## config.mk

```make
export PLATFORM = sky130hd
export DESIGN_NAME = rdt_top
export DESIGN_NICKNAME = d
export VERILOG_FILES = /design/src/design/rdt_pkg.sv /design/src/design/rdt_ctl_if.sv /design/src/design/rdt_channel.sv /design/src/design/rdt_top.sv
export SDC_FILE = /design/constraint.sdc
export NUM_CORES = 1
export LEC_CHECK = 0
export ABC_AREA = 1
export BUFFER_PORTS_ARGS = -buffer_cell sky130_fd_sc_hd__buf_2
export CAP_MARGIN = 10
export CORE_MARGIN = 2
export CORE_UTILIZATION = 25
export DETAILED_ROUTE_END_ITERATION = 8
export SYNTH_ARGS = -nofsm -noshare
export SYNTH_HDL_FRONTEND = slang
export SYNTH_SLANG_ARGS = --single-unit
```

## constraint.sdc

```tcl
create_clock -name clk_in -period 2.4 [get_ports clk_in]
set_input_delay 0.24 -clock clk_in [delete_from_list [all_inputs] [get_ports clk_in]]
set_output_delay 0.24 -clock clk_in [all_outputs]
set_load 0.005 [all_outputs]
```

## src/design/rdt_pkg.sv

```systemverilog
// Constants and types for the three-channel reload down timer.
// Assumes a single peripheral clock; no register bus (plain ports).
package rdt_pkg;
    localparam int          RDT_NUM_CH      = 3;
    localparam int          RDT_CNT_W       = 16;
    localparam int          RDT_DIV_W       = 4;
    localparam int          RDT_PRE_W       = 14;
    localparam logic [15:0] RDT_CNT_RST     = 16'hFFFF;
    localparam logic [15:0] RDT_RELOAD_RST  = 16'h0000;
    localparam logic [15:0] RDT_CNT_ZERO    = 16'h0000;
    localparam logic [3:0]  RDT_DIV_RST     = 4'h0;
    localparam logic [3:0]  RDT_DIV_MAX     = 4'hE;
    localparam logic [3:0]  RDT_DIV_RSVD    = 4'hF;
    localparam logic [13:0] RDT_PRE_RST     = 14'h0000;
    localparam logic [13:0] RDT_PRE_ONE     = 14'h0001;
    localparam logic [13:0] RDT_PRE_ALL     = 14'h3FFF;
    localparam int          RDT_CH_ADC      = 0;
    localparam int          RDT_CH_SPI      = 1;
    localparam int          RDT_CH_I2C      = 2;
    typedef enum logic {RDT_MODE_REPEAT, RDT_MODE_ONESHOT} rdt_mode_t;
endpackage

```

## src/design/rdt_ctl_if.sv

```systemverilog
// Per-channel control and status bundle between the top and a channel.
// Assumes all signals are synchronous to the peripheral clock.
`timescale 1ns/1ps
interface rdt_ctl_if;
    import rdt_pkg::*;
    logic [3:0]  clk_div_sel;
    logic        oneshot_sel;
    logic [15:0] reload_value;
    logic        timer_preset;
    logic        run_wr;
    logic        run_wdata;
    logic        flag_clr;
    logic        underflow_irq_en;
    logic [15:0] count;
    logic        running;
    logic        underflow;
    logic        underflow_flag;
    logic        irq;
    modport top (output clk_div_sel, oneshot_sel, reload_value, timer_preset,
                 run_wr, run_wdata, flag_clr, underflow_irq_en,
                 input count, running, underflow, underflow_flag, irq);
    modport chan (input clk_div_sel, oneshot_sel, reload_value, timer_preset,
                  run_wr, run_wdata, flag_clr, underflow_irq_en,
                  output count, running, underflow, underflow_flag, irq);
endinterface

```

## src/design/rdt_channel.sv

```systemverilog
// One reload down-timer channel: prescaler, counter, run state, flag.
// Assumes strobes are single-cycle pulses from the top module.
`timescale 1ns/1ps
module rdt_channel
    import rdt_pkg::*;
(
    input  wire logic clk_in,
    input  wire logic rstn_in,
    rdt_ctl_if.chan   ctl
);
    logic [13:0] pre_q;
    logic [13:0] pre_mask;
    logic        tick;
    logic        uf;
    logic [15:0] cnt_q;
    logic        run_q;
    logic        uf_q;
    logic        flag_q;
    logic        irq_q;

    // Divider mask: code n needs 2^n clk ticks; reserved code never ticks
    assign pre_mask = (ctl.clk_div_sel > RDT_DIV_MAX) ? RDT_PRE_ALL
                    : RDT_PRE_W'((RDT_PRE_ONE << ctl.clk_div_sel) - 1'b1);
    assign tick = run_q && ((pre_q & pre_mask) == RDT_PRE_RST)
                  && (ctl.clk_div_sel != RDT_DIV_RSVD);
    assign uf = tick && (cnt_q == RDT_CNT_ZERO);

    // Free prescaler, cleared while stopped so each start is aligned
    always_ff @(posedge clk_in or negedge rstn_in) begin
        if (!rstn_in) begin
            pre_q <= RDT_PRE_RST;
        end else if (!run_q) begin
            pre_q <= RDT_PRE_RST;
        end else begin
            pre_q <= pre_q + 1'b1;
        end
    end

    // Counter: preset wins, reload on underflow, else count down
    always_ff @(posedge clk_in or negedge rstn_in) begin
        if (!rstn_in) begin
            cnt_q <= RDT_CNT_RST;
        end else if (ctl.timer_preset) begin
            cnt_q <= ctl.reload_value;
        end else if (uf) begin
            cnt_q <= ctl.reload_value;
        end else if (tick) begin
            cnt_q <= cnt_q - 1'b1;
        end
    end

    // Run state; one-shot clears itself at underflow, new write wins
    always_ff @(posedge clk_in or negedge rstn_in) begin
        if (!rstn_in) begin
            run_q <= 1'b0;
        end else if (ctl.run_wr) begin
            run_q <= ctl.run_wdata;
        end else if (uf && ctl.oneshot_sel) begin
            run_q <= 1'b0;
        end
    end

    // One-cycle underflow pulse, aligned with the reload edge
    always_ff @(posedge clk_in or negedge rstn_in) begin
        if (!rstn_in) begin
            uf_q <= 1'b0;
        end else begin
            uf_q <= uf;
        end
    end

    // Sticky flag: set beats a simultaneous clear so no event is lost
    always_ff @(posedge clk_in or negedge rstn_in) begin
        if (!rstn_in) begin
            flag_q <= 1'b0;
        end else if (uf) begin
            flag_q <= 1'b1;
        end else if (ctl.flag_clr) begin
            flag_q <= 1'b0;
        end
    end

    // Request level toward the interrupt controller, gated by enable
    always_ff @(posedge clk_in or negedge rstn_in) begin
        if (!rstn_in) begin
            irq_q <= 1'b0;
        end else begin
            irq_q <= ctl.underflow_irq_en && (flag_q || uf) &&
                     !(ctl.flag_clr && !uf);
        end
    end

    assign ctl.count          = cnt_q;
    assign ctl.running        = run_q;
    assign ctl.underflow      = uf_q;
    assign ctl.underflow_flag = flag_q;
    assign ctl.irq            = irq_q;
endmodule

```

## src/design/rdt_top.sv

```systemverilog
// Top of the three-channel reload down timer with plain control ports.
// Assumes software-side strobes are one-cycle pulses, synchronous to clk.
`timescale 1ns/1ps

// Overview of operation
// - Three identical channels, differing only in their control location.
// - Each channel has a 16-bit down counter and 16-bit reload register.
// - Count clock is clock divided by 2^code; code 0xF is reserved.
// - Mode bit: 0 selects repeat, 1 selects one-shot; default repeat.
// - Repeat mode reloads at underflow and keeps counting.
// - One-shot mode reloads at underflow then stops itself.
// - Underflow period is reload value plus one count-clock periods.
// - Preset strobe loads counter from the reload register.
// - Run write of 1 counts down from current counter contents.
// - Run write of 0 stops; counter holds its value.
// - Underflow gives pulse, reload and interrupt request together.
// - Channel 0 triggers converter, 1 clocks SPI, 2 clocks I2C master.
// - Each channel has a flag set on its underflow.
// - Request reaches interrupt controller only while enable is 1.
// - Clear strobe clears the flag; absence leaves it unchanged.
// - Counter is read-only and reads 0xFFFF after reset.
// - Preset bit always reads back as 0.
// - Reload register is full 16-bit read/write, reset 0x0.
module rdt_top
    import rdt_pkg::*;
(
    input  wire logic        clk_in,
    input  wire logic        rstn_in,
    input  wire logic [11:0] clk_div_sel_in,
    input  wire logic [2:0]  oneshot_sel_in,
    input  wire logic [2:0]  reload_wr_in,
    input  wire logic [47:0] reload_wdata_in,
    input  wire logic [2:0]  timer_preset_in,
    input  wire logic [2:0]  run_ctl_wr_in,
    input  wire logic [2:0]  run_ctl_wdata_in,
    input  wire logic [2:0]  underflow_flag_clr_in,
    input  wire logic [2:0]  underflow_irq_en_in,
    output logic      [47:0] reload_value_out,
    output logic      [47:0] count_out,
    output logic      [2:0]  run_ctl_out,
    output logic      [2:0]  timer_preset_out,
    output logic      [2:0]  underflow_flag_out,
    output logic      [2:0]  irq_out,
    output logic             adc_trigger_out,
    output logic             spi_clk_src_out,
    output logic             i2c_clk_src_out
);
    // ******************************************************
    // Reload registers
    // ******************************************************
    logic [47:0] reload_q;

    // Full-range writable, reset to zero
    always_ff @(posedge clk_in or negedge rstn_in) begin
        if (!rstn_in) begin
            reload_q <= {RDT_NUM_CH{RDT_RELOAD_RST}};
        end else begin
            for (int i = 0; i < RDT_NUM_CH; i++) begin
                if (reload_wr_in[i]) begin
                    reload_q[i*16 +: 16] <= reload_wdata_in[i*16 +: 16];
                end
            end
        end
    end

    // Preset is write-only; its read view is a constant zero register
    always_ff @(posedge clk_in or negedge rstn_in) begin
        if (!rstn_in) begin
            timer_preset_out <= 3'h0;
        end else begin
            timer_preset_out <= 3'h0;
        end
    end

    // ******************************************************
    // Channels
    // ******************************************************
    logic [47:0] cnt_w;
    logic [2:0]  run_w;
    logic [2:0]  uf_w;
    logic [2:0]  flag_w;
    logic [2:0]  irq_w;

    rdt_ctl_if ch_if [RDT_NUM_CH] ();

    // Same channel instantiated three times
    for (genvar g = 0; g < RDT_NUM_CH; g++) begin : g_ch
        assign ch_if[g].clk_div_sel      = clk_div_sel_in[g*4 +: 4];
        assign ch_if[g].oneshot_sel      = oneshot_sel_in[g];
        assign ch_if[g].reload_value     = reload_q[g*16 +: 16];
        assign ch_if[g].timer_preset     = timer_preset_in[g];
        assign ch_if[g].run_wr           = run_ctl_wr_in[g];
        assign ch_if[g].run_wdata        = run_ctl_wdata_in[g];
        assign ch_if[g].flag_clr         = underflow_flag_clr_in[g];
        assign ch_if[g].underflow_irq_en = underflow_irq_en_in[g];
        assign cnt_w[g*16 +: 16]         = ch_if[g].count;
        assign run_w[g]                  = ch_if[g].running;
        assign uf_w[g]                   = ch_if[g].underflow;
        assign flag_w[g]                 = ch_if[g].underflow_flag;
        assign irq_w[g]                  = ch_if[g].irq;

        rdt_channel u_ch (
            .clk_in  (clk_in),
            .rstn_in (rstn_in),
            .ctl     (ch_if[g])
        );
    end

    // ******************************************************
    // Outputs
    // ******************************************************
    // Channel state already registered; pulses routed per consumer
    always_comb begin
        reload_value_out   = reload_q;
        count_out          = cnt_w;
        run_ctl_out        = run_w;
        underflow_flag_out = flag_w;
        irq_out            = irq_w;
        adc_trigger_out    = uf_w[RDT_CH_ADC];
        spi_clk_src_out    = uf_w[RDT_CH_SPI];
        i2c_clk_src_out    = uf_w[RDT_CH_I2C];
    end
endmodule

```

### Word level (Yosys, flattened, before mapping)

Cells that the tools add are included.

| storage, ports and cells | value |
|---|---|
| register bits after elaboration | 150 |
| output and inout bits | 111 |

| cells by class | value |
|---|---|
| $add $sub $neg | 9 |
| $lt $le $gt $ge | 3 |
| equality and inequality tests | 3 |
| shifts and indexed selects | 3 |
| multiplexer cells | 27 |
| bitwise operators | 3 |
| reduce and logical (&&, ||, !) cells | 45 |

Operators by type and width:

| cell | number |
|---|---|
| 16-bit 2-to-1 mux | 9 |
| 14-bit 2-to-1 mux | 6 |
| 16-bit logical NOT | 3 |
| 16-bit by 1-bit subtractor with 16-bit output, second input constant | 3 |
| 14-bit by 1-bit adder with 14-bit output, second input constant | 3 |
| 14-bit bitwise AND | 3 |
| 14-bit logical NOT | 3 |
| 1-bit by 4-bit << shifter with 14-bit output, first input constant | 3 |
| 14-bit by 1-bit subtractor with 14-bit output, second input constant | 3 |
| 1-bit logical AND | 21 |
| 4-bit greater-than comparator, second input constant | 3 |
| 1-bit 2-to-1 mux | 12 |
| 4-bit inequality test, second input constant | 3 |
| 2-bit nonzero test | 6 |
| 3-bit nonzero test | 3 |
| 1-bit logical NOT | 6 |
| 1-bit logical OR | 3 |

### Logic depth before layout (Yosys ltp)

Gate-level depths: netlist (run 1).

| depth | value |
|---|---|
| depth after elaboration | 12 |
| depth in mapped cells | 19 |
| mapped depth without buffers | 17 |

### Cells and area by module

A second synthesis (run 1) with hierarchy kept.

| second synthesis, totals | value |
|---|---|
| cells, all modules | 1,315 |
| area, all modules | 9,263.9 µm² |

By module, submodules not included:

| module | instances | cells each | area each (µm²) | sequential area each (µm²) |
|---|---|---|---|---|
| rdt_channel (g_ch[0].u_ch ...) | 2 | 365 | 2,373.5 | 870.8 |
| rdt_channel (g_ch[2].u_ch) | 1 | 368 | 2,527.4 | 870.8 |
| rdt_top | 1 | 217 | 1,989.4 | 1,201.2 |

### Worst setup path before layout (run 1)

No wires, ideal clock.

| timing path | value |
|---|---|
| path kind | input port to flip-flop |
| start point | in clk_div_sel_in[9] |
| end point | reg g_ch[2].u_ch.cnt_q[10] |
| setup time | 60 ps |
| arrival | 2,118 ps |
| path slack | 222 ps |
| cell stages on the path | 18 |
| path buffers | 3 |
| path through | buf_4 nor2_1 inv_1 nor2_1 inv_1 ha_1 inv_1 a21oi_1 nand2_1 nor2_1 nand3_1 nor2_4 nand3_2 buf_6 buf_6 nand3_1 nand3_1 nand2_1 |

| between the ends | value |
|---|---|
| word-level cells in the longest chain between the ends | 10 |
| elaborated cells between the ends (all ways) | 13 |

Ends and longest elaborated chain:

| what | RTL line | text |
|---|---|---|
| from (decl) | rdt_top.sv:29 | `input wire logic [11:0] clk_div_sel_in,` |
| 1-bit by 4-bit << shifter with 14-bit output | rdt_channel.sv:23 | `: RDT_PRE_W'((RDT_PRE_ONE << ctl.clk_div_sel) - 1'b1);` |
| 14-bit by 1-bit subtractor with 14-bit output | rdt_channel.sv:23 |  |
| 14-bit 2-to-1 mux | rdt_channel.sv:22 | `assign pre_mask = (ctl.clk_div_sel > RDT_DIV_MAX) ? RDT_PRE_ALL` |
| 14-bit bitwise AND | rdt_channel.sv:24 | `assign tick = run_q && ((pre_q & pre_mask) == RDT_PRE_RST)` |
| 14-bit logical NOT | rdt_channel.sv:24 |  |
| 1-bit logical AND | rdt_channel.sv:24 |  |
| 1-bit logical AND * | rdt_channel.sv:25 | `&& (ctl.clk_div_sel != RDT_DIV_RSVD);` |
| 1-bit logical AND | rdt_channel.sv:26 | `assign uf = tick && (cnt_q == RDT_CNT_ZERO);` |
| 16-bit 2-to-1 mux | rdt_channel.sv:45 | `end else if (uf) begin` |
| 16-bit 2-to-1 mux | rdt_channel.sv:43 | `end else if (ctl.timer_preset) begin` |
| to (signal assigned) | rdt_channel.sv:44 | `cnt_q <= ctl.reload_value;` |
| to (signal assigned) | rdt_channel.sv:46 | `cnt_q <= ctl.reload_value;` |
| to (signal assigned) | rdt_channel.sv:48 | `cnt_q <= cnt_q - 1'b1;` |
| to (decl) | rdt_channel.sv:15 | `logic [15:0] cnt_q;` |

Every way passes the cells marked *; elsewhere a longest branch is shown, timed or not.
A chain may end at the register's enable or synchronous reset.

### Worst setup path in the final report (run 1)

| timing path | value |
|---|---|
| start point | reg g_ch[2].u_ch.cnt_q[2] |
| end point | reg g_ch[2].u_ch.run_q |

| between the ends | value |
|---|---|
| word-level cells in the longest chain between the ends | 4 |

Ends and longest elaborated chain:

| what | RTL line | text |
|---|---|---|
| 16-bit logical NOT | rdt_channel.sv:26 |  |
| 1-bit logical AND | rdt_channel.sv:26 |  |
| net g_ch[2].u_ch.uf | rdt_channel.sv:14 | `logic uf;` |
| 1-bit logical AND | rdt_channel.sv:58 | `end else if (uf && ctl.oneshot_sel) begin` |
| 2-bit nonzero test (no source line) | - |  |
| to (signal assigned) | rdt_channel.sv:57 | `run_q <= ctl.run_wdata;` |
| to (decl) | rdt_channel.sv:16 | `logic run_q;` |

The timed path passes the listed nets, and every way through them passes these cells.

==> results of run 1 <==
power groups by stage:
stage | sequential [W] | clock (W) | combinational, W
after floorplan | 0.00327 | 0 | 0.00104
after global placement | 0.00331 | 0 | 0.00176
after detailed placement | 0.00332 | 0 | 0.00178
after CTS | 0.00328 | 0.00288 | 0.00185
after global routing | 0.00333 | 0.00299 | 0.00210
final | 0.00328 | 0.00278 | 0.00182
how the worst max path moves through the flow:
stage                                     startpoint                                     end  slack [ps]  depth (start not counted)
4_1_cts        g_ch[2].u_ch.ctl.count[2]$_DFFE_PN1P_   g_ch[2].u_ch.ctl.count[2]$_DFFE_PN1P_         180                         11
2_1_floorplan                      clk_div_sel_in[9]  g_ch[2].u_ch.ctl.count[10]$_DFFE_PN1P_         220                         18
6_report       g_ch[2].u_ch.ctl.count[2]$_DFFE_PN1P_    g_ch[2].u_ch.ctl.running$_DFFE_PN0P_         220                         12
5_1_grt        g_ch[1].u_ch.ctl.count[0]$_DFFE_PN1P_  g_ch[1].u_ch.ctl.count[10]$_DFFE_PN1P_           2                         12
3_3_place_gp                       clk_div_sel_in[2]  g_ch[0].u_ch.ctl.count[11]$_DFFE_PN1P_          90                         13
3_5_place_dp                       clk_div_sel_in[8]   g_ch[2].u_ch.ctl.count[2]$_DFFE_PN1P_          20                         17
flip-flops by register name, indices dropped and copies added (netlist names):
signal	cells
g_ch.u_ch.ctl.count	48
g_ch.u_ch.ctl.irq	3
g_ch.u_ch.ctl.running	3
g_ch.u_ch.ctl.underflow	3
g_ch.u_ch.ctl.underflow_flag	3
g_ch.u_ch.pre_q	42
reload_value_out	48
area by class of cell:
type | count | share of cell area, %
multi-input cells | 845 | 35.7
clock inverters | 10 | 1.07
well taps | 455 | 5.04
flip-flops and latches | 150 | 33.8
clock buffers | 22 | 4.20
repair buffers | 257 | 14.1
inverters | 186 | 6.18
through the flow:
step | instances | instance area (um2) | setup slack (ps) | total power [W] | utilization [%]
floorplan | 1224 | 8810 | 222 | 0.00432 | -
global placement | 1850 | 10300 | 86.5 | 0.00506 | 29.7
detailed placement | 1850 | 10300 | 16.0 | 0.00510 | 29.7
CTS | 1925 | 11300 | 179 | 0.00800 | 32.6
global route | 1925 | 11300 | 1.57 | 0.00842 | 32.6
finish | 1925 | 11300 | 219 | 0.00787 | 32.6
per-layer routing:
metal  share of wire (%)  vias to the layer above  track usage, %
met2                  47                      229            24.4
met5               0.057                        -               0
met4                 2.0                        2            4.59
met1                  44                     3984            17.7
met3                 6.8                       37            4.55
li1                    -                     4309               -
kinds of logic after synthesis:
kind of cell | count (synthesis) | synth area share [%]
simple gates | 671 | 32.9
fa+ha+maj | 9 | 1.28
flops | 150 | 43.3
compound gates | 124 | 7.61
xor+xnor | 38 | 3.78
buf+inv | 229 | 11.0
other cells | 1 | 0.0426
layout by cell type, fill, tap and decap left out, types with 4 or more instances in the layout:
| master | netlist | final |
|---|---|---|
| a21oi_1 | 33 | 33 |
| buf_2 | 8 | 189 |
| buf_4 | 16 | 22 |
| clkbuf_16 | 0 | 17 |
| clkinvlp_4 | 0 | 4 |
| dfrtp_1 | 102 | 102 |
| dfstp_2 | 48 | 48 |
| dlygate4sd3_1 | 0 | 43 |
| ha_1 | 9 | 9 |
| inv_1 | 179 | 179 |
| inv_2 | 4 | 4 |
| nand2_1 | 344 | 344 |
| nand2_4 | 3 | 4 |
| nand3_1 | 152 | 152 |
| nand4_1 | 13 | 13 |
| nor2_1 | 107 | 107 |
| nor2_2 | 9 | 9 |
| nor3_1 | 25 | 25 |
| o21ai_0 | 77 | 77 |
| xnor2_1 | 13 | 13 |
| xor2_1 | 25 | 25 |
what timing repair did:
item / in CTS / in global routing
gates resized for setup: 0 / 1
setup endpoints to repair: 0 / 8
endpoints found under the hold margin: 72 / 0
hold buffers: 43 / 0
buffers inserted: 0 / 0
worst max-delay path, cell delays in order (launching register included):
cell	delay [ps]
dfstp_2	400
or2_2	310
nor2_1	130
nand2_1	110
nor2_1	160
nand4_1	90
nor2_1	250
nand3_2	150
buf_4	230
inv_1	90
nand2_1	50
nand2_1	50
nand2_1	50
==> qor.csv, run 1 <==
stage,metric,value,unit
cts,cts_tree,done,
synth,ys_top_cells_by_area,"dfrtp_1, nand2_1, dfstp_2, nand3_1, inv_1",
synth,seq_area_frac_synth,43.3,%
final_layout,fill_cells,3717,
route,first_pass_iters,5,
pwr,p_per_area,697,nW/um2
timing,post-route-min-period,2180,ps
timing,period_share,90.9,%
global_routing,track_usage,14.5,%
worst_setup_path,rr_worst_depth,12,
global_routing,grt_max_degree,57,
synth,ys_top_cells_by_count,"nand2_1, inv_1, nand3_1",
worst_setup_path,cp_max_fo,19,
place,hpwl,19500,um
floorplan,core-area,34600,um2
cts,htreeDepth,4,
floorplan,pin_count,194,
cts,clockRootBuffer,clkbuf_16,
floorplan,fp.dieH,192,um
pwr,p_comb_share,23.1,%
pwr,p_sw,0.00254,W
synth,yosysMostFrequentCell,nand2_1,
final_layout,syn_to_final_growth,28.4,%
pwr,leakage,5.77,nW
floorplan,rows,68,
global_routing,grt_pass1_vias,8443,
pwr,p_int,0.00534,W
worst_setup_path,r2r-start,g_ch[2].u_ch.ctl.count[2]$_DFFE_PN1P_,
route,drc,0,
pwr,p_sw_share,32.2,%
synth,avgSynthCellArea,7.20,um2
synth,synth_ff_type,dfrtp_1,
place,numPortBuffers,190,
route,antenna_left,0,
timing,tightest_slew,580,ps
hold_path,hold_end,reload_value_out[33]$_DFFE_PN0P_,
cts,clock_latency,440,ps
final_layout,fin_nets,1549,
synth,synth_edf_count,0,
worst_setup_path,rrSetupSlack,220,ps
timing,clock.fmax,0.458,GHz
timing,whs,20.5,ps
global_routing,grt_overflow,0,
synth,yosysTopAreaCell,dfrtp_1,
synth,synthCells,1222,
worst_setup_path,reg2reg_to,g_ch[2].u_ch.ctl.running$_DFFE_PN0P_,
timing,grt_setup_unrepaired,false,
final_layout,multiInputGateArea,4030,um2
synth,synth_cell_types,40,
hold_path,hold_class,primary input to flip-flop,
synth,ys_warn_count,0,
global_routing,grt_pass1_wl,42200,um
worst_setup_path,worst-setup-path-type,flip-flop to flip-flop,
timing,setup_viol,0,
pwr,power_frac_seq,41.6,%
cts,numCtsBuffers,17,
pwr,ir_worst_vdd,0.506,mV
route,drtIter0Drc,341,
timing,drv_slew,0,
synth,async_reset_ff_share,100,%
synth,yosysTopAreaCellShare,29.0,%
timing,setup_tns,0,ps
timing,finClkSkew,13.2,ps
global_routing,antenna_found_initial,1,
synth,syn_area,8800,um2
route,wl_per_cell,13.6,um
cts,clock_path_buffers,2,
floorplan,die_w,192,um
timing,relSlewSlack,61.1,%
worst_setup_path,worstSetupStartpointType,flip-flop,
worst_setup_path,crit_arrival,2510,ps
hold_path,min_from,reload_wdata_in[33],
final_layout,drive_gt1_share,21.8,%
floorplan,die_area,36700,um2
floorplan,start_util,25.4,%
cts,clk_pin_slew_worst_paths,70,ps
synth,ys_seq_elements,150,
cts,cts_sinks,150,
hold_path,holdPathStages,3,
worst_setup_path,endpoint_kind,flip-flop,
job,max-cap-violations,0,
route,wirelength,26200,um
place,place.gp.congestion,0.846,
route,viasPerCell,4.45,
status,status,finished clean,
timing,hold_viol,0,
final_layout,regArea,3810,um2
route,vias,8561,
worst_setup_path,crit_required,2730,ps
final_layout,antenna_cells,0,
pwr,pwr-share-clk,35.3,%
Power figures use the tool's default switching activity.
==> run 2: changes to the inputs <==
--- a/config.mk
+++ b/config.mk
@@ -11,6 +11,7 @@
 export CORE_MARGIN = 2
 export CORE_UTILIZATION = 25
 export DETAILED_ROUTE_END_ITERATION = 8
+export SETUP_SLACK_MARGIN = 0.3
 export SYNTH_ARGS = -nofsm -noshare
 export SYNTH_HDL_FRONTEND = slang
 export SYNTH_SLANG_ARGS = --single-unit
==> constraint.sdc (replaced) <==
create_clock -name clk_in -period 1.87 [get_ports clk_in]
set_input_delay 0.187 -clock clk_in [delete_from_list [all_inputs] [get_ports clk_in]]
set_output_delay 0.187 -clock clk_in [all_outputs]
set_load 0.005 [all_outputs]
==> run 2 against run 1 <==
- the flow now finishes with violations (negative setup slack)
- core utilization increased by 9.1 points
- first-iteration DRC count increased by 28%
- clock power increased by 29%
- via count increased by 11%
- sequential share of layout area decreased by 7.3 points
- routed wire length increased by 18%
- non-clock buffer count increased by 185
- largest cell class unchanged
- register-to-register slack got worse by 390 ps
- final cell count increased by 9.8%
- die area unchanged
==> qor.csv, run 2 (synthesis results as in run 1) <==
stage,metric,value,unit,change
hold_path,min_from,run_ctl_wr_in[2],,was reload_wdata_in[33]
worst_setup_path,worst-setup-path-type,flip-flop to flip-flop,,unchanged
hold_path,hold_end,g_ch[2].u_ch.ctl.running$_DFFE_PN0P_,,was reload_value_out[33]$_DFFE_PN0P_
place,numPortBuffers,190,,unchanged
cts,clock_latency,440,ps,about the same
global_routing,met3_usage,3.60,%,was 4.55%
floorplan,fp.dieH,192,um,unchanged
place,hpwl,21000,um,was 19500 um
cts,cts_sinks,150,,unchanged
hold_path,holdPathStages,4,,was 3
route,first_pass_iters,5,,unchanged
worst_setup_path,crit_arrival,2410,ps,was 2510 ps
global_routing,antenna_found_initial,1,,unchanged
pwr,leakage,7.24,nW,was 5.77 nW
route,vias,9517,,was 8561
global_routing,top_usage_layer,met2,,unchanged
timing,hold_viol,0,,unchanged
place,place_inst,1941,,was 1850
status,violations,negative setup slack,,
pwr,power_frac_seq,36.2,%,was 41.6%
hold_path,hold_class,primary input to flip-flop,,unchanged
timing,post-route-min-period,2040,ps,was 2180 ps
worst_setup_path,cp_max_fo,7,,was 19
global_routing,grt_pass1_wl,48300,um,was 42200 um
global_routing,grt_max_degree,46,,was 57
worst_setup_path,endpoint_kind,flip-flop,,unchanged
cts,clockRootBuffer,clkbuf_16,,unchanged
timing,relSlewSlack,65.4,%,was 61.1%
global_routing,grt_pass1_vias,9465,,was 8443
cts,htreeDepth,4,,unchanged
pwr,p_sw_share,33.9,%,was 32.2%
pwr,ir_worst_vdd,0.631,mV,was 0.506 mV
final_layout,drive_gt1_share,43.7,%,was 21.8%
timing,finClkSkew,10.7,ps,was 13.2 ps
final_layout,final_common_cell,nand2_1,,unchanged
floorplan,start_util,25.4,%,unchanged
worst_setup_path,worstSetupStartpointType,flip-flop,,unchanged
job,max-cap-violations,0,,unchanged
floorplan,rows,68,,unchanged
final_layout,final_cell_area,14400,um2,was 11300 um2
route,viasPerCell,4.50,,was 4.45
worst_setup_path,r2r-start,g_ch[2].u_ch.ctl.count[2]$_DFFE_PN1P_,,unchanged
pwr,pwr-share-clk,31.7,%,was 35.3%
route,drc,0,,unchanged
floorplan,die_area,36700,um2,unchanged
worst_setup_path,reg2reg_to,g_ch[2].u_ch.ctl.count[13]$_DFFE_PN1P_,,was g_ch[2].u_ch.ctl.running$_DFFE_PN0P_
floorplan,pin_count,194,,unchanged
timing,setup_viol,36,,was 0
cts,numCtsBuffers,17,,unchanged
global_routing,met2_usage,28.4,%,was 24.4%
global_routing,track_usage,16.8,%,was 14.5%
worst_setup_path,crit_required,2240,ps,was 2730 ps
global_routing,grt_overflow,0,,unchanged
cts,clock_path_buffers,2,,unchanged
route,wl_per_cell,14.6,um,was 13.6 um
final_layout,final_cells,2113,,was 1925
floorplan,core-area,34600,um2,unchanged
worst_setup_path,rr_worst_depth,14,,was 12
pwr,p_per_area,782,nW/um2,was 697 nW/um2
route,drtIter0Drc,437,,was 341
route,wirelength,30800,um,was 26200 um
place,dpl_cell_area,11200,um2,was 10300 um2
pwr,p_int,0.00747,W,was 0.00534 W
timing,grt_setup_unrepaired,true,,was false
timing,clock.fmax,0.491,GHz,was 0.458 GHz
pwr,p_sw,0.00383,W,was 0.00254 W
floorplan,die_w,192,um,unchanged
timing,worst_slack,-167,ps,was 219 ps
timing,tightest_slew,520,ps,was 580 ps
worst_setup_path,rrSetupSlack,-170,ps,was 220 ps
global_routing,grtUsageMet1,20.6,%,was 17.7%
place,pre_cts_ws,-411,ps,was 16.0 ps
final_layout,fin_nets,1736,,was 1549
timing,drv_slew,0,,unchanged
pwr,p_comb_share,32.1,%,was 23.1%
cts,clk_pin_slew_worst_paths,70,ps,about the same
place,place.gp.congestion,0.852,,was 0.846
timing,period_share,109,%,was 90.9%
final_layout,syn_to_final_growth,64.1,%,was 28.4%
final_layout,layout_common_cells,"nand2_1, buf_2, inv_1, buf_4, dfrtp_1",,"was nand2_1, buf_2, inv_1, nand3_1, nor2_1"
status,status,"finished, violations left",,was finished clean
route,antenna_left,0,,unchanged
cts,cts_tree,done,,unchanged
run 2: critical path, stage by stage (launching register included):
cell	delay [ps]
dfstp_2	380
or2_4	260
nor2_4	100
nand2_2	70
nor2_2	110
nand4_1	90
nor2_1	110
buf_4	160
nand3_4	130
nand2_4	140
buf_12	120
buf_16	130
nand2_2	50
nand3_2	60
nand2_1	50
run 2: timing repair:
item,in CTS,in global routing
hold endpoints to repair,81,0
hold buffers,65,0
resized for setup,164,163
cloned,6,0
setup endpoints to repair,72,80
buffers inserted,50,18
pin swaps,85,118
run 2: layout make-up:
class                   instances  area, um2
fillers                      3348      20200
multi-input cells             847       5390
flip-flops and latches        150       3810
repair buffers                442       3370
inverters                     186        706
well taps                     455        569
clock buffers                  19        443
clock inverters                13        146
diodes                          1       2.50
run 2: routing by layer:
metal	part of all wire, %	routed length (um)	vias up
met1	43	13200	4553
met5	0	0	-
met4	3.3	1020	0
li1	-	-	4692
met2	49	15000	217
met3	4.9	1520	55
run 2: worst max-delay path by stage:
stage                                               start                                     end  slack (ps)  cells past startpoint
floorplan                               clk_div_sel_in[9]  g_ch[2].u_ch.ctl.count[10]$_DFFE_PN1P_        -110                     18
global placement                       clk_div_sel_in[10]    g_ch[2].u_ch.ctl.running$_DFFE_PN0P_        -360                     18
detailed placement                     clk_div_sel_in[10]    g_ch[2].u_ch.ctl.running$_DFFE_PN0P_        -410                     19
CTS                 g_ch[2].u_ch.ctl.count[3]$_DFFE_PN1P_   g_ch[2].u_ch.ctl.count[3]$_DFFE_PN1P_        -160                     14
global route        g_ch[2].u_ch.ctl.count[2]$_DFFE_PN1P_   g_ch[2].u_ch.ctl.count[4]$_DFFE_PN1P_        -280                     13
finish              g_ch[2].u_ch.ctl.count[2]$_DFFE_PN1P_  g_ch[2].u_ch.ctl.count[13]$_DFFE_PN1P_        -170                     14
run 2: power by group through the flow:
stage / Clock (W) / Combinational (W) / Sequential [W]
3_5_place_dp: 0 / 0.00296 / 0.00412
5_1_grt: 0.00382 / 0.00402 / 0.00415
3_3_place_gp: 0 / 0.00292 / 0.00411
4_1_cts: 0.00371 / 0.00336 / 0.00408
6_report: 0.00358 / 0.00363 / 0.00409
2_1_floorplan: 0 / 0.00144 / 0.00421
run 2: through the flow:
stage	TNS [ps]	power [W]	hold WS [ps]	utilization, %
floorplan	-1120	0.00566	-109	-
CTS	-2640	0.0111	5.74	39.3
global route	-7470	0.0120	36.9	41.7
finish	-3240	0.0113	42.1	41.7
global placement	-12510	0.00702	179	32.4
detailed placement	-13670	0.00708	184	32.4
==> run 3: changes to the inputs <==
--- a/config.mk
+++ b/config.mk
@@ -11,7 +11,7 @@
 export CORE_MARGIN = 2
 export CORE_UTILIZATION = 25
 export DETAILED_ROUTE_END_ITERATION = 8
-export SETUP_SLACK_MARGIN = 0.3
+export SETUP_SLACK_MARGIN = 0.5
 export SYNTH_ARGS = -nofsm -noshare
 export SYNTH_HDL_FRONTEND = slang
 export SYNTH_SLANG_ARGS = --single-unit
==> run 3 against run 2 <==
- the run still ends with negative setup slack left
- sequential power grew 1%
- sequential share of layout area shrank 1.4 points
- clock skew shrank 1.8 ps
- first-iteration DRC count grew 21%
- fmax is essentially flat
- highest routed layer unchanged
==> qor.csv, run 3 (synthesis results as in run 1) <==
stage,metric,value,unit,change
final_layout,fin_nets,1763,,was 1736
global_routing,met2_usage,29.3,%,was 28.4%
route,drtIter0Drc,527,,was 437
pwr,ir_worst_vdd,0.664,mV,was 0.631 mV
place,numPortBuffers,190,,unchanged
worst_setup_path,crit_required,2260,ps,was 2240 ps
final_layout,syn_to_final_growth,73.6,%,was 64.1%
global_routing,grt_max_degree,51,,was 46
timing,hold_viol,0,,unchanged
cts,clock_latency,440,ps,about the same
timing,post-route-min-period,2040,ps,about the same
timing,relSlewSlack,61.5,%,was 65.4%
timing,worst_slack,-165,ps,was -167 ps
final_layout,fill_cells,3263,,was 3348
worst_setup_path,crit_arrival,2420,ps,was 2410 ps
final_layout,multiInputGateArea,5460,um2,was 5390 um2
worst_setup_path,worst-setup-path-type,flip-flop to flip-flop,,unchanged
cts,cts_tree,done,,unchanged
floorplan,core-area,34600,um2,unchanged
global_routing,top_usage_layer,met2,,unchanged
place,place.gp.congestion,0.836,,was 0.852
floorplan,fp.dieH,192,um,unchanged
final_layout,final_common_cell,nand2_1,,unchanged
global_routing,grt_pass1_wl,49800,um,was 48300 um
route,antenna_left,0,,unchanged
pwr,pwr-share-clk,32.3,%,was 31.7%
cts,numCtsBuffers,17,,unchanged
job,max-cap-violations,0,,unchanged
final_layout,regArea,3810,um2,unchanged
floorplan,pin_count,194,,unchanged
route,first_pass_iters,5,,unchanged
pwr,p_comb_share,33.6,%,was 32.1%
hold_path,hold_class,primary input to flip-flop,,unchanged
timing,period_share,109,%,about the same
pwr,p_int,0.00822,W,was 0.00747 W
global_routing,grtUsageMet1,21.8,%,was 20.6%
timing,whs,32.0,ps,was 42.1 ps
route,vias,9753,,was 9517
timing,clock.fmax,0.491,GHz,about the same
worst_setup_path,critPathLaunch,g_ch[1].u_ch.ctl.count[0]$_DFFE_PN1P_,,was g_ch[2].u_ch.ctl.count[2]$_DFFE_PN1P_
floorplan,start_util,25.4,%,unchanged
global_routing,track_usage,17.2,%,was 16.8%
place,pre_cts_ws,-351,ps,was -411 ps
timing,setup_viol,43,,was 36
cts,htreeDepth,4,,unchanged
cts,clk_pin_slew_worst_paths,60,ps,was 70 ps
worst_setup_path,endpoint_kind,flip-flop,,unchanged
worst_setup_path,r2r-start,g_ch[1].u_ch.ctl.count[0]$_DFFE_PN1P_,,was g_ch[2].u_ch.ctl.count[2]$_DFFE_PN1P_
pwr,p_sw,0.00393,W,was 0.00383 W
floorplan,die_area,36700,um2,unchanged
status,violations,negative setup slack,,unchanged
global_routing,antenna_found_initial,2,,was 1
timing,drv_slew,0,,unchanged
pwr,p_sw_share,32.3,%,was 33.9%
route,wirelength,31900,um,was 30800 um
final_layout,layout_common_cells,"nand2_1, inv_1, buf_2, buf_4, buf_6",,"was nand2_1, buf_2, inv_1, buf_4, dfrtp_1"
cts,cts_sinks,150,,unchanged
place,hpwl,20700,um,was 21000 um
timing,tightest_slew,578,ps,was 520 ps
cts,clockRootBuffer,clkbuf_16,,unchanged
status,status,"finished, violations left",,unchanged
global_routing,grt_pass1_vias,9699,,was 9465
final_layout,drive_gt1_share,45.0,%,was 43.7%
hold_path,min_from,underflow_flag_clr_in[2],,was run_ctl_wr_in[2]
route,drc,0,,unchanged
pwr,leakage,7.62,nW,was 7.24 nW
pwr,power_frac_seq,34.1,%,was 36.2%
pwr,report.power.total,0.0121,W,was 0.0113 W
timing,finClkSkew,8.89,ps,was 10.7 ps
pwr,p_per_area,796,nW/um2,was 782 nW/um2
final_layout,fin_util,44.1,%,was 41.7%
floorplan,die_w,192,um,unchanged
global_routing,grt_overflow,0,,unchanged
route,viasPerCell,4.56,,was 4.50
cts,clock_path_buffers,2,,unchanged
worst_setup_path,cp_max_fo,6,,was 7
timing,grt_setup_unrepaired,true,,unchanged
global_routing,met3_usage,3.20,%,was 3.60%
worst_setup_path,worstSetupStartpointType,flip-flop,,unchanged
route,wl_per_cell,14.9,um,was 14.6 um
floorplan,rows,68,,unchanged
-- run 3: worst max-delay path, stage by stage, from the launching register on --
cell and delay (ps):
dfstp_2 380, inv_2 70, ha_4 150, nand2_4 60
nor2_4 90, nand4_1 180, nor3_4 280, nand4_4 130
buf_12 180, buf_12 130, buf_16 140, nand3_4 50
nand3_2 70, nand2_1 60
-- run 3: final timing paths --
check / depth (start not counted) / endpoint / slack [ps]
worst max-delay path: 13 / g_ch[1].u_ch.ctl.count[14]$_DFFE_PN1P_ / -170
worst min register to register: 2 / g_ch[0].u_ch.ctl.count[9]$_DFFE_PN1P_ / 480
worst max register to register: 13 / g_ch[1].u_ch.ctl.count[14]$_DFFE_PN1P_ / -170
min in group asynchronous: 2 / reload_value_out[32]$_DFFE_PN0P_ / 270
worst min-delay path: 4 / g_ch[2].u_ch.ctl.irq$_DFF_PN0_ / 30
max in group asynchronous: 3 / g_ch[1].u_ch.ctl.count[0]$_DFFE_PN1P_ / 940
-- run 3: through the flow --
step           setup TNS, ps  std cells  instance area (um2)
2_1_floorplan          -1120       1224                 9070
3_3_place_gp          -11100       1933                11200
3_5_place_dp          -12890       1933                11200
4_1_cts                -2920       2106                14300
5_1_grt                -9930       2141                15300
6_report               -4350       2141                15300
-- run 3: layout make-up --
class                           instances  share of cell area (%)
Antenna cell                            2                  0.0328
Sequential cell                       150                    25.0
Multi-Input combinational cell        847                    35.7
Inverter                              186                    4.70
Tap cell                              455                    3.73
Clock inverter                         14                    1.47
Timing Repair Buffer                  469                    26.5
Clock buffer                           18                    2.81
-- run 3: what timing repair did --
action | 4_1_cts | 5_1_grt
cloned | 9 | 0
hold buffers | 64 | 0
setup endpoints to repair | 113 | 125
hold endpoints to repair | 87 | 0
setup buffers | 68 | 33
gates resized for setup | 248 | 166
pin swaps | 88 | 88
-- run 3: routing by layer --
layer | wire [um] | vias to the layer above
li1 | - | 4747
met1 | 14000 | 4716
met2 | 16000 | 240
met3 | 1200 | 50
met4 | 709 | 0
met5 | 0 | -
-- run 3: power by group through the flow --
stage                     clock (W)  combinational (W)  sequential, W
final                       0.00393            0.00409        0.00414
after global routing        0.00414            0.00449        0.00418
after CTS                   0.00403            0.00374        0.00411
after detailed placement          0            0.00290        0.00412
after global placement            0            0.00287        0.00411
after floorplan                   0            0.00144        0.00421
